$ cat config.mk
export PLATFORM = sky130hd
export DESIGN_NAME = rps_top
export DESIGN_NICKNAME = d
export VERILOG_FILES = /design/src/rtl/rps_pkg.sv /design/src/rtl/rps_sync.sv /design/src/rtl/rps_timer.sv /design/src/rtl/rps_top.sv
export SDC_FILE = /design/constraint.sdc
export NUM_CORES = 1
export LEC_CHECK = 0
export ABC_AREA = 1
export BUFFER_PORTS_ARGS = -buffer_cell sky130_fd_sc_hd__buf_2
export CORE_ASPECT_RATIO = 1.25
export CORE_MARGIN = 4
export CORE_UTILIZATION = 30
export DETAILED_ROUTE_END_ITERATION = 16
export MAX_ROUTING_LAYER = met4
export PLACE_DENSITY_LB_ADDON = 0.1
export SYNTH_ARGS = -nofsm -noshare
export SYNTH_HDL_FRONTEND = slang
export SYNTH_SLANG_ARGS = --single-unit
$ cat constraint.sdc
create_clock -name clk_in -period 4.9 [get_ports clk_in]
set_clock_uncertainty 0.15 [all_clocks]
set_input_delay 0 -clock clk_in [delete_from_list [all_inputs] [get_ports clk_in]]
set_output_delay 0 -clock clk_in [all_outputs]
set_load 0.05 [all_outputs]
$ cat src/rtl/rps_pkg.sv
// Shared constants, types and states of the reset, power and security controller
//////////////////////////////////////////////////////////////////////////////
// How it works
// RULE1: Run keeps core and peripheral clocks on
// RULE2: Wait gates core/memory; interrupt wakes core
// RULE3: Stop exits on CAN, interrupt, or resets
// RULE4: Peripherals use bus clock, at most 60MHz
// RULE5: Software shuts PLL before Stop itself
// RULE6: Control register disables Stop/Wait, lock till reset
// RULE7: Four reset sources, two async, two sync
// RULE8: Power-on reset extended two-to-the-21 clocks
// RULE9: Three 32-clock release windows, then code runs
// RULE10: Reset release synchronised to rising clock edge
// RULE11: Security taken from two flash bytes
// RULE12: Secured part disables core debug only; the code also drives mem_read_disable_out from security
// RULE13: Boot picks unsecured or secure mode
// RULE14: Chip TAP always active after boot
// RULE15: Security bytes drive memory read disable
// RULE16: Recovery selects 7-bit flash divider register
// RULE17: Divider replaces flash divide register during recovery
// RULE18: Host picks divider for 150-200kHz clock
// RULE19: Run-Test/Idle starts and holds the erase
// RULE20: Recovery mass-erases flash, clearing security
// RULE21: Host resets TAP and chip afterwards
// RULE22: Backdoor access only with key enable set
// RULE23: Program key, code, then security bytes
// RULE24: Integration clocks keep running in Stop
//////////////////////////////////////////////////////////////////////////////
package rps_pkg;

  localparam int CLK_HZ            = 50_000_000;
  localparam int PERIPH_CLK_MAX_HZ = 60_000_000;
  localparam int WIN_CYCLES        = 32;
  localparam int POR_EXT_CYCLES    = 2 ** 21;
  localparam int TMR_W             = 22;
  localparam int DIV_W             = 7;
  localparam int PRESCALE_BIT      = 6;

  localparam logic [7:0] REG_CTRL_OFS = 8'h00;
  localparam logic [7:0] REG_STAT_OFS = 8'h04;
  localparam logic [7:0] REG_FDIV_OFS = 8'h08;

  localparam int CTRL_STOP_DIS_BIT = 0;
  localparam int CTRL_WAIT_DIS_BIT = 1;
  localparam int CTRL_LOCK_BIT     = 2;
  localparam int CTRL_SWRST_BIT    = 3;

  localparam logic             CTRL_RST  = 1'b0;
  localparam logic [DIV_W-1:0] FDIV_RST  = 7'h00;
  localparam logic [3:0]       CAUSE_RST = 4'h8;
  localparam logic [1:0]       HTRANS_NONSEQ = 2'h2;
  // Arbitrary default pattern of the security bytes that means secured
  localparam logic [15:0]      SEC_PATTERN_DEF = 16'hA5C3;

  typedef struct packed {
    logic             ext_rst_n;
    logic             por;
    logic             nonclk_irq;
    logic             can_act;
    logic             jtag_sel;
    logic             jtag_run_idle;
    logic             jtag_div_valid;
    logic [DIV_W-1:0] lockout_clock_divider;
  } rps_pins_t;

  localparam rps_pins_t PINS_IDLE = 14'h2000;

  typedef enum logic [2:0] {SQ_HOLD, SQ_POR, SQ_CLK, SQ_PERI, SQ_CORE, SQ_RUN} rps_seq_t;
  typedef enum logic [1:0] {PM_RUN, PM_WAIT, PM_STOP} rps_pm_t;
  typedef enum logic [1:0] {LR_IDLE, LR_ARMED, LR_ERASE, LR_DONE} rps_lr_t;

endpackage : rps_pkg

$ cat src/rtl/rps_sync.sv
// Two-flop synchroniser for signals from outside the clock domain
`timescale 1ns/1ns
module rps_sync #(
  parameter int               WIDTH   = 1,
  parameter logic [WIDTH-1:0] RST_VAL = '0
) (
  input  wire logic             clk_in,
  input  wire logic             sys_rst_in,
  input  wire logic             clk_en_in,
  input  wire logic [WIDTH-1:0] d_in,
  output logic      [WIDTH-1:0] q_out
);
  logic [WIDTH-1:0] meta_ff;
  logic [WIDTH-1:0] stable_ff;

  // First stage is read only by the second
  always_ff @(posedge clk_in) begin
    if (sys_rst_in) begin
      meta_ff   <= RST_VAL;
      stable_ff <= RST_VAL;
    end else if (clk_en_in) begin
      meta_ff   <= d_in;
      stable_ff <= meta_ff;
    end
  end

  assign q_out = stable_ff;

endmodule : rps_sync

$ cat src/rtl/rps_timer.sv
// Loadable down counter timing the reset release windows
`timescale 1ns/1ns
module rps_timer #(
  parameter int W = 22
) (
  input  wire logic         clk_in,
  input  wire logic         sys_rst_in,
  input  wire logic         clk_en_in,
  input  wire logic         load_in,
  input  wire logic [W-1:0] load_val_in,
  output logic      [W-1:0] cnt_out,
  output logic              done_out
);
  logic [W-1:0] cnt_ff;

  always_ff @(posedge clk_in) begin
    if (sys_rst_in) begin
      cnt_ff <= '0;
    end else if (clk_en_in) begin
      if (load_in) begin
        cnt_ff <= load_val_in;
      end else if (cnt_ff != '0) begin
        cnt_ff <= cnt_ff - 1'b1;
      end
    end
  end

  assign cnt_out  = cnt_ff;
  assign done_out = (cnt_ff == '0);

endmodule : rps_timer

$ cat src/rtl/rps_top.sv
// Reset sequencer, power modes, boot security and lockout recovery with an AHB-Lite slave
//
// Design decisions made here: register access over AHB-Lite and the address map.
`timescale 1ns/1ns
module rps_top #(
  parameter int          POR_EXT_CYC = rps_pkg::POR_EXT_CYCLES,
  parameter logic [15:0] SEC_PATTERN = rps_pkg::SEC_PATTERN_DEF
) (
  input  wire logic              clk_in,
  input  wire logic              sys_rst_in,
  input  wire logic              clk_en_in,
  input  wire logic              hsel_in,
  input  wire logic [31:0]       haddr_in,
  input  wire logic [1:0]        htrans_in,
  input  wire logic              hwrite_in,
  input  wire logic [2:0]        hsize_in,
  input  wire logic [31:0]       hwdata_in,
  input  wire logic              hready_in,
  output logic      [31:0]       hrdata_out,
  output logic                   hreadyout_out,
  output logic                   hresp_out,
  input  wire rps_pkg::rps_pins_t pins_in,
  input  wire logic              operating_watchdog_rst_in,
  input  wire logic              stop_req_in,
  input  wire logic              wait_req_in,
  input  wire logic              periph_irq_in,
  input  wire logic [15:0]       sec_bytes_in,
  input  wire logic              backdoor_key_enable_in,
  input  wire logic              key_match_in,
  input  wire logic              erase_done_in,
  output logic                   core_clk_en_out,
  output logic                   mem_clk_en_out,
  output logic                   peripheral_bus_clk_en_out,
  output logic                   integ_clk_en_out,
  output logic                   wdog_clk_en_out,
  output logic                   periph_rst_out,
  output logic                   core_rst_out,
  output logic                   secure_out,
  output logic                   debug_disable_out,
  output logic                   mem_read_disable_out,
  output logic                   tap_enable_out,
  output logic                   backdoor_grant_out,
  output logic                   prescale_by_eight_select_out,
  output logic      [5:0]        divide_ratio_out,
  output logic                   mass_erase_out
);
  import rps_pkg::*;

  //////////////////////////////////////////////////////////////////////////////
  // Pin synchronisation
  rps_pins_t pins_s;

  rps_sync #(
    .WIDTH   ($bits(rps_pins_t)),
    .RST_VAL (PINS_IDLE)
  ) u_pin_sync (
    .clk_in     (clk_in),
    .sys_rst_in (sys_rst_in),
    .clk_en_in  (clk_en_in),
    .d_in       (pins_in),
    .q_out      (pins_s)
  );

  logic sw_rst_ff;
  // Async sources only reach the sequencer through the synchroniser
  wire ext_rst  = !pins_s.ext_rst_n; // RULE10
  wire por_rst  = pins_s.por;        // RULE10
  wire rst_any  = ext_rst || por_rst || operating_watchdog_rst_in || sw_rst_ff; // RULE7
  wire [3:0] rst_src = {por_rst, ext_rst, operating_watchdog_rst_in, sw_rst_ff};

  //////////////////////////////////////////////////////////////////////////////
  // AHB-Lite slave: one wait state on every transfer
  logic        pend_ff;
  logic        wr_ff;
  logic [7:0]  addr_ff;
  logic [31:0] hrdata_ff;
  logic        hreadyout_ff;
  logic        hresp_ff;
  logic        stop_dis_ff;
  logic        wait_dis_ff;
  logic        lock_ff;
  logic [DIV_W-1:0] fdiv_ff;
  logic [3:0]  cause_ff;
  logic        secure_ff;
  rps_seq_t    seq_ff;
  rps_pm_t     pm_ff;
  rps_lr_t     lr_ff;

  wire bus_accept = hsel_in && htrans_in[1] && hready_in;
  wire wr_go      = pend_ff && wr_ff;
  wire wr_ctrl    = wr_go && (addr_ff == REG_CTRL_OFS);
  wire wr_fdiv    = wr_go && (addr_ff == REG_FDIV_OFS);

  wire [31:0] rd_ctrl = {28'h000_0000, 1'b0, lock_ff, wait_dis_ff, stop_dis_ff};
  wire [31:0] rd_stat = {20'h0_0000, cause_ff, 2'(lr_ff), secure_ff, 3'(seq_ff), 2'(pm_ff)};
  wire [31:0] rd_fdiv = {25'h000_0000, fdiv_ff};
  wire [31:0] rd_data = (addr_ff == REG_CTRL_OFS) ? rd_ctrl :
                        (addr_ff == REG_STAT_OFS) ? rd_stat :
                        (addr_ff == REG_FDIV_OFS) ? rd_fdiv : 32'h0000_0000;

  always_ff @(posedge clk_in) begin
    if (sys_rst_in) begin
      pend_ff      <= 1'b0;
      wr_ff        <= 1'b0;
      addr_ff      <= 8'h00;
      hrdata_ff    <= 32'h0000_0000;
      hreadyout_ff <= 1'b1;
      hresp_ff     <= 1'b0;
    end else if (clk_en_in) begin
      if (bus_accept) begin
        pend_ff      <= 1'b1;
        wr_ff        <= hwrite_in;
        addr_ff      <= haddr_in[7:0];
        hreadyout_ff <= 1'b0;
      end else if (pend_ff) begin
        pend_ff      <= 1'b0;
        hreadyout_ff <= 1'b1;
        hrdata_ff    <= wr_ff ? 32'h0000_0000 : rd_data;
      end
    end
  end

  //////////////////////////////////////////////////////////////////////////////
  // Control and flash divide registers
  // Lock freezes both disable bits; only a reset of any kind frees them
  always_ff @(posedge clk_in) begin
    if (sys_rst_in) begin
      stop_dis_ff <= CTRL_RST;
      wait_dis_ff <= CTRL_RST;
      lock_ff     <= CTRL_RST;
      sw_rst_ff   <= 1'b0;
      fdiv_ff     <= FDIV_RST;
    end else if (clk_en_in) begin
      sw_rst_ff <= wr_ctrl && hwdata_in[CTRL_SWRST_BIT]; // RULE7
      if (seq_ff == SQ_HOLD) begin
        stop_dis_ff <= CTRL_RST; // RULE6
        wait_dis_ff <= CTRL_RST;
        lock_ff     <= CTRL_RST;
      end else if (wr_ctrl && !lock_ff) begin
        stop_dis_ff <= hwdata_in[CTRL_STOP_DIS_BIT]; // RULE6
        wait_dis_ff <= hwdata_in[CTRL_WAIT_DIS_BIT];
        lock_ff     <= hwdata_in[CTRL_LOCK_BIT];
      end
      if (wr_fdiv) begin
        fdiv_ff <= hwdata_in[DIV_W-1:0];
      end
    end
  end

  //////////////////////////////////////////////////////////////////////////////
  // Reset release sequencer
  rps_seq_t         nxt_seq;
  logic             por_pend_ff;
  logic             tmr_load;
  logic [TMR_W-1:0] tmr_val;
  logic [TMR_W-1:0] tmr_cnt;
  logic             tmr_done;

  rps_timer #(
    .W (TMR_W)
  ) u_win_timer (
    .clk_in      (clk_in),
    .sys_rst_in  (sys_rst_in),
    .clk_en_in   (clk_en_in),
    .load_in     (tmr_load),
    .load_val_in (tmr_val),
    .cnt_out     (tmr_cnt),
    .done_out    (tmr_done)
  );

  always_comb begin
    nxt_seq  = seq_ff;
    tmr_load = 1'b0;
    tmr_val  = TMR_W'(WIN_CYCLES - 1);
    if (rst_any) begin
      nxt_seq = SQ_HOLD;
    end else begin
      case (seq_ff)
        SQ_HOLD: begin
          tmr_load = 1'b1;
          if (por_pend_ff) begin
            nxt_seq = SQ_POR;
            tmr_val = TMR_W'(POR_EXT_CYC - 1); // RULE8
          end else begin
            nxt_seq = SQ_CLK;
          end
        end
        SQ_POR: begin
          if (tmr_done) begin
            nxt_seq  = SQ_CLK;
            tmr_load = 1'b1;
          end
        end
        SQ_CLK: begin
          if (tmr_done) begin
            nxt_seq  = SQ_PERI; // RULE9
            tmr_load = 1'b1;
          end
        end
        SQ_PERI: begin
          if (tmr_done) begin
            nxt_seq  = SQ_CORE; // RULE9
            tmr_load = 1'b1;
          end
        end
        SQ_CORE: begin
          if (tmr_done) begin
            nxt_seq = SQ_RUN; // RULE9
          end
        end
        SQ_RUN: begin
          nxt_seq = SQ_RUN;
        end
        default: begin
          nxt_seq = SQ_HOLD;
        end
      endcase
    end
  end

  // A new power-on event wins over the clear as the extension starts
  wire por_taken = (seq_ff == SQ_HOLD) && !rst_any;

  always_ff @(posedge clk_in) begin
    if (sys_rst_in) begin
      seq_ff      <= SQ_HOLD;
      por_pend_ff <= 1'b1;
      cause_ff    <= CAUSE_RST;
    end else if (clk_en_in) begin
      seq_ff      <= nxt_seq; // RULE10
      por_pend_ff <= por_rst || (por_pend_ff && !por_taken); // RULE8
      if (rst_any) begin
        cause_ff <= (seq_ff == SQ_HOLD) ? (cause_ff | rst_src) : rst_src;
      end
    end
  end

  //////////////////////////////////////////////////////////////////////////////
  // Power modes
  rps_pm_t nxt_pm;
  // CAN wake is raw bus activity, so the waking frame itself is not received
  wire wake_stop = pins_s.can_act || pins_s.nonclk_irq;

  always_comb begin
    nxt_pm = pm_ff;
    if (nxt_seq != SQ_RUN || seq_ff != SQ_RUN) begin
      nxt_pm = PM_RUN;
    end else begin
      case (pm_ff)
        PM_RUN: begin
          if (stop_req_in && !stop_dis_ff) begin
            nxt_pm = PM_STOP; // RULE6
          end else if (wait_req_in && !wait_dis_ff) begin
            nxt_pm = PM_WAIT; // RULE6
          end
        end
        PM_WAIT: begin
          if (periph_irq_in) begin
            nxt_pm = PM_RUN; // RULE2
          end
        end
        PM_STOP: begin
          if (wake_stop) begin
            nxt_pm = PM_RUN; // RULE3
          end
        end
        default: begin
          nxt_pm = PM_RUN;
        end
      endcase
    end
  end

  wire integ_on = !(nxt_seq inside {SQ_HOLD, SQ_POR});
  wire core_on  = (nxt_seq inside {SQ_CORE, SQ_RUN}) && (nxt_pm == PM_RUN);

  logic core_clk_ff;
  logic periph_clk_ff;
  logic integ_clk_ff;
  logic periph_rst_ff;
  logic core_rst_ff;

  always_ff @(posedge clk_in) begin
    if (sys_rst_in) begin
      pm_ff         <= PM_RUN;
      core_clk_ff   <= 1'b0;
      periph_clk_ff <= 1'b0;
      integ_clk_ff  <= 1'b0;
      periph_rst_ff <= 1'b1;
      core_rst_ff   <= 1'b1;
    end else if (clk_en_in) begin
      pm_ff         <= nxt_pm;
      core_clk_ff   <= core_on; // RULE1
      periph_clk_ff <= integ_on && (nxt_pm != PM_STOP); // RULE4
      integ_clk_ff  <= integ_on; // RULE24
      periph_rst_ff <= nxt_seq inside {SQ_HOLD, SQ_POR, SQ_CLK}; // RULE9
      core_rst_ff   <= nxt_seq != SQ_RUN; // RULE9
    end
  end

  //////////////////////////////////////////////////////////////////////////////
  // Boot security and backdoor
  wire sec_match = (sec_bytes_in == SEC_PATTERN); // RULE11
  wire sec_latch = (seq_ff == SQ_CLK) && tmr_done && !rst_any;
  logic grant_ff;

  // Held secured from block reset until first sampled; later resets keep the previous decision until resampled
  always_ff @(posedge clk_in) begin
    if (sys_rst_in) begin
      secure_ff <= 1'b1;
      grant_ff  <= 1'b0;
    end else if (clk_en_in) begin
      if (sec_latch) begin
        secure_ff <= sec_match; // RULE13
      end
      grant_ff <= secure_ff && backdoor_key_enable_in && key_match_in; // RULE22
    end
  end

  //////////////////////////////////////////////////////////////////////////////
  // Lockout recovery
  rps_lr_t          nxt_lr;
  logic [DIV_W-1:0] jdiv_ff;
  logic [DIV_W-1:0] div_eff_ff;
  logic             erase_ff;

  always_comb begin
    nxt_lr = lr_ff;
    case (lr_ff)
      LR_IDLE: begin
        if (pins_s.jtag_sel && pins_s.jtag_div_valid) begin
          nxt_lr = LR_ARMED; // RULE16
        end
      end
      LR_ARMED: begin
        if (!pins_s.jtag_sel) begin
          nxt_lr = LR_IDLE;
        end else if (pins_s.jtag_run_idle) begin
          nxt_lr = LR_ERASE; // RULE19
        end
      end
      LR_ERASE: begin
        if (erase_done_in) begin
          nxt_lr = LR_DONE;
        end else if (!pins_s.jtag_run_idle) begin
          nxt_lr = LR_ARMED; // RULE19
        end
      end
      LR_DONE: begin
        nxt_lr = LR_DONE;
      end
      default: begin
        nxt_lr = LR_IDLE;
      end
    endcase
    if (seq_ff == SQ_HOLD) begin
      nxt_lr = LR_IDLE;
    end
  end

  always_ff @(posedge clk_in) begin
    if (sys_rst_in) begin
      lr_ff      <= LR_IDLE;
      jdiv_ff    <= FDIV_RST;
      div_eff_ff <= FDIV_RST;
      erase_ff   <= 1'b0;
    end else if (clk_en_in) begin
      lr_ff <= nxt_lr;
      if (lr_ff == LR_IDLE && nxt_lr == LR_ARMED) begin
        jdiv_ff <= pins_s.lockout_clock_divider; // RULE16
      end
      div_eff_ff <= (lr_ff != LR_IDLE) ? jdiv_ff : fdiv_ff; // RULE17
      erase_ff   <= nxt_lr == LR_ERASE; // RULE20
    end
  end

  //////////////////////////////////////////////////////////////////////////////
  // Outputs
  logic tap_en_ff;

  assign hrdata_out                   = hrdata_ff;
  assign hreadyout_out                = hreadyout_ff;
  assign hresp_out                    = hresp_ff;
  assign core_clk_en_out              = core_clk_ff;
  assign mem_clk_en_out               = core_clk_ff;
  assign peripheral_bus_clk_en_out    = periph_clk_ff;
  assign integ_clk_en_out             = integ_clk_ff;
  assign wdog_clk_en_out              = integ_clk_ff;
  assign periph_rst_out               = periph_rst_ff;
  assign core_rst_out                 = core_rst_ff;
  assign secure_out                   = secure_ff;
  assign debug_disable_out            = secure_ff; // RULE12
  assign mem_read_disable_out         = secure_ff; // RULE15
  assign tap_enable_out               = tap_en_ff; // RULE14
  assign backdoor_grant_out           = grant_ff;
  assign prescale_by_eight_select_out = div_eff_ff[PRESCALE_BIT]; // RULE17
  assign divide_ratio_out             = div_eff_ff[5:0];
  assign mass_erase_out               = erase_ff;

  // TAP stays off only while the block itself is held in reset
  always_ff @(posedge clk_in) begin
    if (sys_rst_in) begin
      tap_en_ff <= 1'b0;
    end else if (clk_en_in) begin
      tap_en_ff <= 1'b1; // RULE14
    end
  end
endmodule : rps_top

==> flow_summary.yaml <==
outcome:
  run_status: "finished clean"
hold_path:
  hp-class: "in2reg"
timing:
  slew_viol_final: 0
  min_period_ps: 2770
  slew_headroom_pct: 42.7
  finalSetupViolations: 0
  post-route-period-util_pct: 56.5
  tightest_slew_ps: 857
  finalSetupTns_ps: 0
  fmax_mhz: 361
  setup_ws_ps: 2130
  hold_viol_final: 0
  rsz0062_at_grt: "false"
drt:
  drtPass1Iterations: 4
  drtIter0Drc: 273
  drc: 0
  wl_um: 16500
  viasPerCell: 4.57
  ant_nets: 0
  wl_per_cell_um: 13.8
  num_vias: 5461
floorplanning:
  fp.dieH_um: 163
  die_x_um: 132
  rows: 56
  core-area_mm2: 0.0188
  dieArea_mm2: 0.0214
  num_io_pins: 166
  initial_utilization_pct: 30.6
cells_and_area:
  fillers: 1997
  layout_common_cells: "162 x nor2_1, 150 x nand2_1, 119 x dfxtp_1"
  antennaDiodeCount: 0
  area_growth_pct: 26.6
  stdcell_count: 1195
  final_util_pct: 38.7
  drive_gt1_share_pct: 16.9
  layout_commonest_cell: "nor2_1"
  fin_nets: 1064
power:
  peakVddDrop_mv: 0.227
  cellPowerDensity_mw_per_mm2: 375
  power_leakage_nw: 3.24
  power_mw: 2.72
  switching_power_uw: 838
  p_int_mw: 1.88
  seq_power_share_pct: 39.0
  clkPwrFrac_pct: 44.3
  switching_share_pct: 30.8
  pwr-share-comb_pct: 16.6
setup_path:
  crit_path_end_kind: "register"
  critical_path_class: "reg2reg"
  crit_required_ps: 5100
  crit_arrival_ps: 2970
  path_max_fanout: 2
  start_kind: "register"
synthesis:
  yosysSeqAreaShare_pct: 41.5
  ys_ff_latch: 119
  yosysTopAreaCell: "dfxtp_1"
  syn_area_per_cell_um2: 6.90
  yosys_warnings: 0
  synthCells: 831
  ys_types: 39
  synth.top_cell.area_share_pct: 41.5
  synth_area_leaders: "dfxtp_1 42%, nor2_1 11%, nand2_1 9.8%"
  synthesis.area_mm2: 0.00574
grt:
  gr-total-overflow: 0
  grt_pass1_wl_um: 27300
  grt.total_usage_pct: 16.3
  antenna_found_initial: 0
  first_global_vias: 5311
  grt_max_degree: 54
placement:
  portBuffers: 91
  numPlacedInstances: 1117
  place_congestion: 0.829
  hpwl_um: 11400
  pre_cts_slack_ps: 2300
job:
  cap_violations: 0
clock_network:
  clock_latency_ps: 410
  cts_tree: "yes"
  ctsResizeCount: 0
  clock-root-buffer: "clkbuf_16"
  clk_pin_slew_ps: 60
  cts.sinks: 119
  htreeDepth: 4
  clk_path_buf_depth: 2
  tritoncts.num_buffers: 17
what timing repair did:
action                    CTS  global route
hold buffers               46             0
hold endpoints to repair   43             0
buffers inserted            0             0
per-stage QoR:
| step | area (um^2) | hold slack (ps) |
|---|---|---|
| global route | 7260 | 35.1 |
| floorplan | 5810 | -23.7 |
| CTS | 7260 | 1.55 |
| finish | 7260 | 3.43 |
| detailed placement | 6230 | 77.2 |
| global placement | 6230 | 70.0 |
synthesized netlist by cell type (all sizes together):
cell type / instances
xor2: 3
dfxtp: 119
nor2: 173
o211ai: 13
o21ai: 81
or2: 7
inv: 63
conb: 1
nand4: 11
a21boi: 1
ha: 2
o21a: 2
nor4: 3
o21bai: 1
buf: 37
a21oi: 56
a31oi: 2
a21o: 1
clkbuf: 24
xnor2: 8
nor3: 8
a22oi: 3
nand2: 159
a211oi: 1
nand3: 52
metal layers:
layer / track usage [%] / up-vias / wire length (um)
met5: - / - / 0
met4: 5.83 / 0 / 379
met3: 3.00 / 21 / 537
met2: 28.4 / 100 / 8240
met1: 18.8 / 2445 / 7390
li1: - / 2895 / -
power groups by stage:
stage / clock [mW] / combinational (mW) / sequential, mW
after detailed placement: 0 / 0.429 / 1.08
final: 1.21 / 0.453 / 1.06
after global placement: 0 / 0.429 / 1.08
after floorplan: 0 / 0.332 / 1.09
after global routing: 1.29 / 0.518 / 1.07
after CTS: 1.24 / 0.458 / 1.06
registers in the layout (all words and copies together) (netlist names), 2 cells and up:
signal and flops:
jdiv_ff 7, div_eff_ff 7, addr_ff 8, u_pin_sync.meta_ff 14, hrdata_out 12, seq_ff 3
fdiv_ff 7, u_pin_sync.q_out 14, u_win_timer.cnt_out 22, pm_ff 2, cause_ff 4, lr_ff 2
kinds of logic (layout without fill, tap and decap cells):
family	after synthesis	in the layout	share of synthesized area, %
flops	119	119	41.5
buf+inv	124	236	10.3
other cells	1	21	0.0654
compound gates	161	161	15.2
simple gates	413	413	30.7
xor+xnor	11	11	1.68
fa+ha+maj	2	2	0.436
worst max-delay path, cell delays in order (launching register included):
cell and delay [ps]:
dfxtp_1 320, inv_1 50, nand2_1 70, nand4_1 70
dlygate4sd3_1 560, a21oi_1 130, dlygate4sd3_1 560, nand2_1 70
a21oi_1 150, dlygate4sd3_1 570
worst paths after layout:
check / cells after the start / start / end / slack, ps
hold reg to reg: 2 / cause_ff[3]$_SDFFE_PP1P_ / cause_ff[3]$_SDFFE_PP1P_ / 300
setup / recovery: 9 / stop_dis_ff$_SDFFE_PP0P_ / pm_ff[0]$_SDFFE_PP0P_ / 2130
hold / removal: 3 / sys_rst_in / tap_enable_out$_SDFFE_PP0P_ / 3
setup reg to reg: 9 / stop_dis_ff$_SDFFE_PP0P_ / pm_ff[0]$_SDFFE_PP0P_ / 2130
cell type report:
type                    count  area [um^2]  share of cell area (%)
well taps                 232          290                    4.00
multi-input cells         608         2840                    39.1
inverters                  63          236                    3.26
repair buffers            141          946                    13.0
flip-flops and latches    119         2380                    32.8
clock buffers              18          429                    5.91
clock inverters            14          139                    1.91
(Power assumes the default switching activity.)
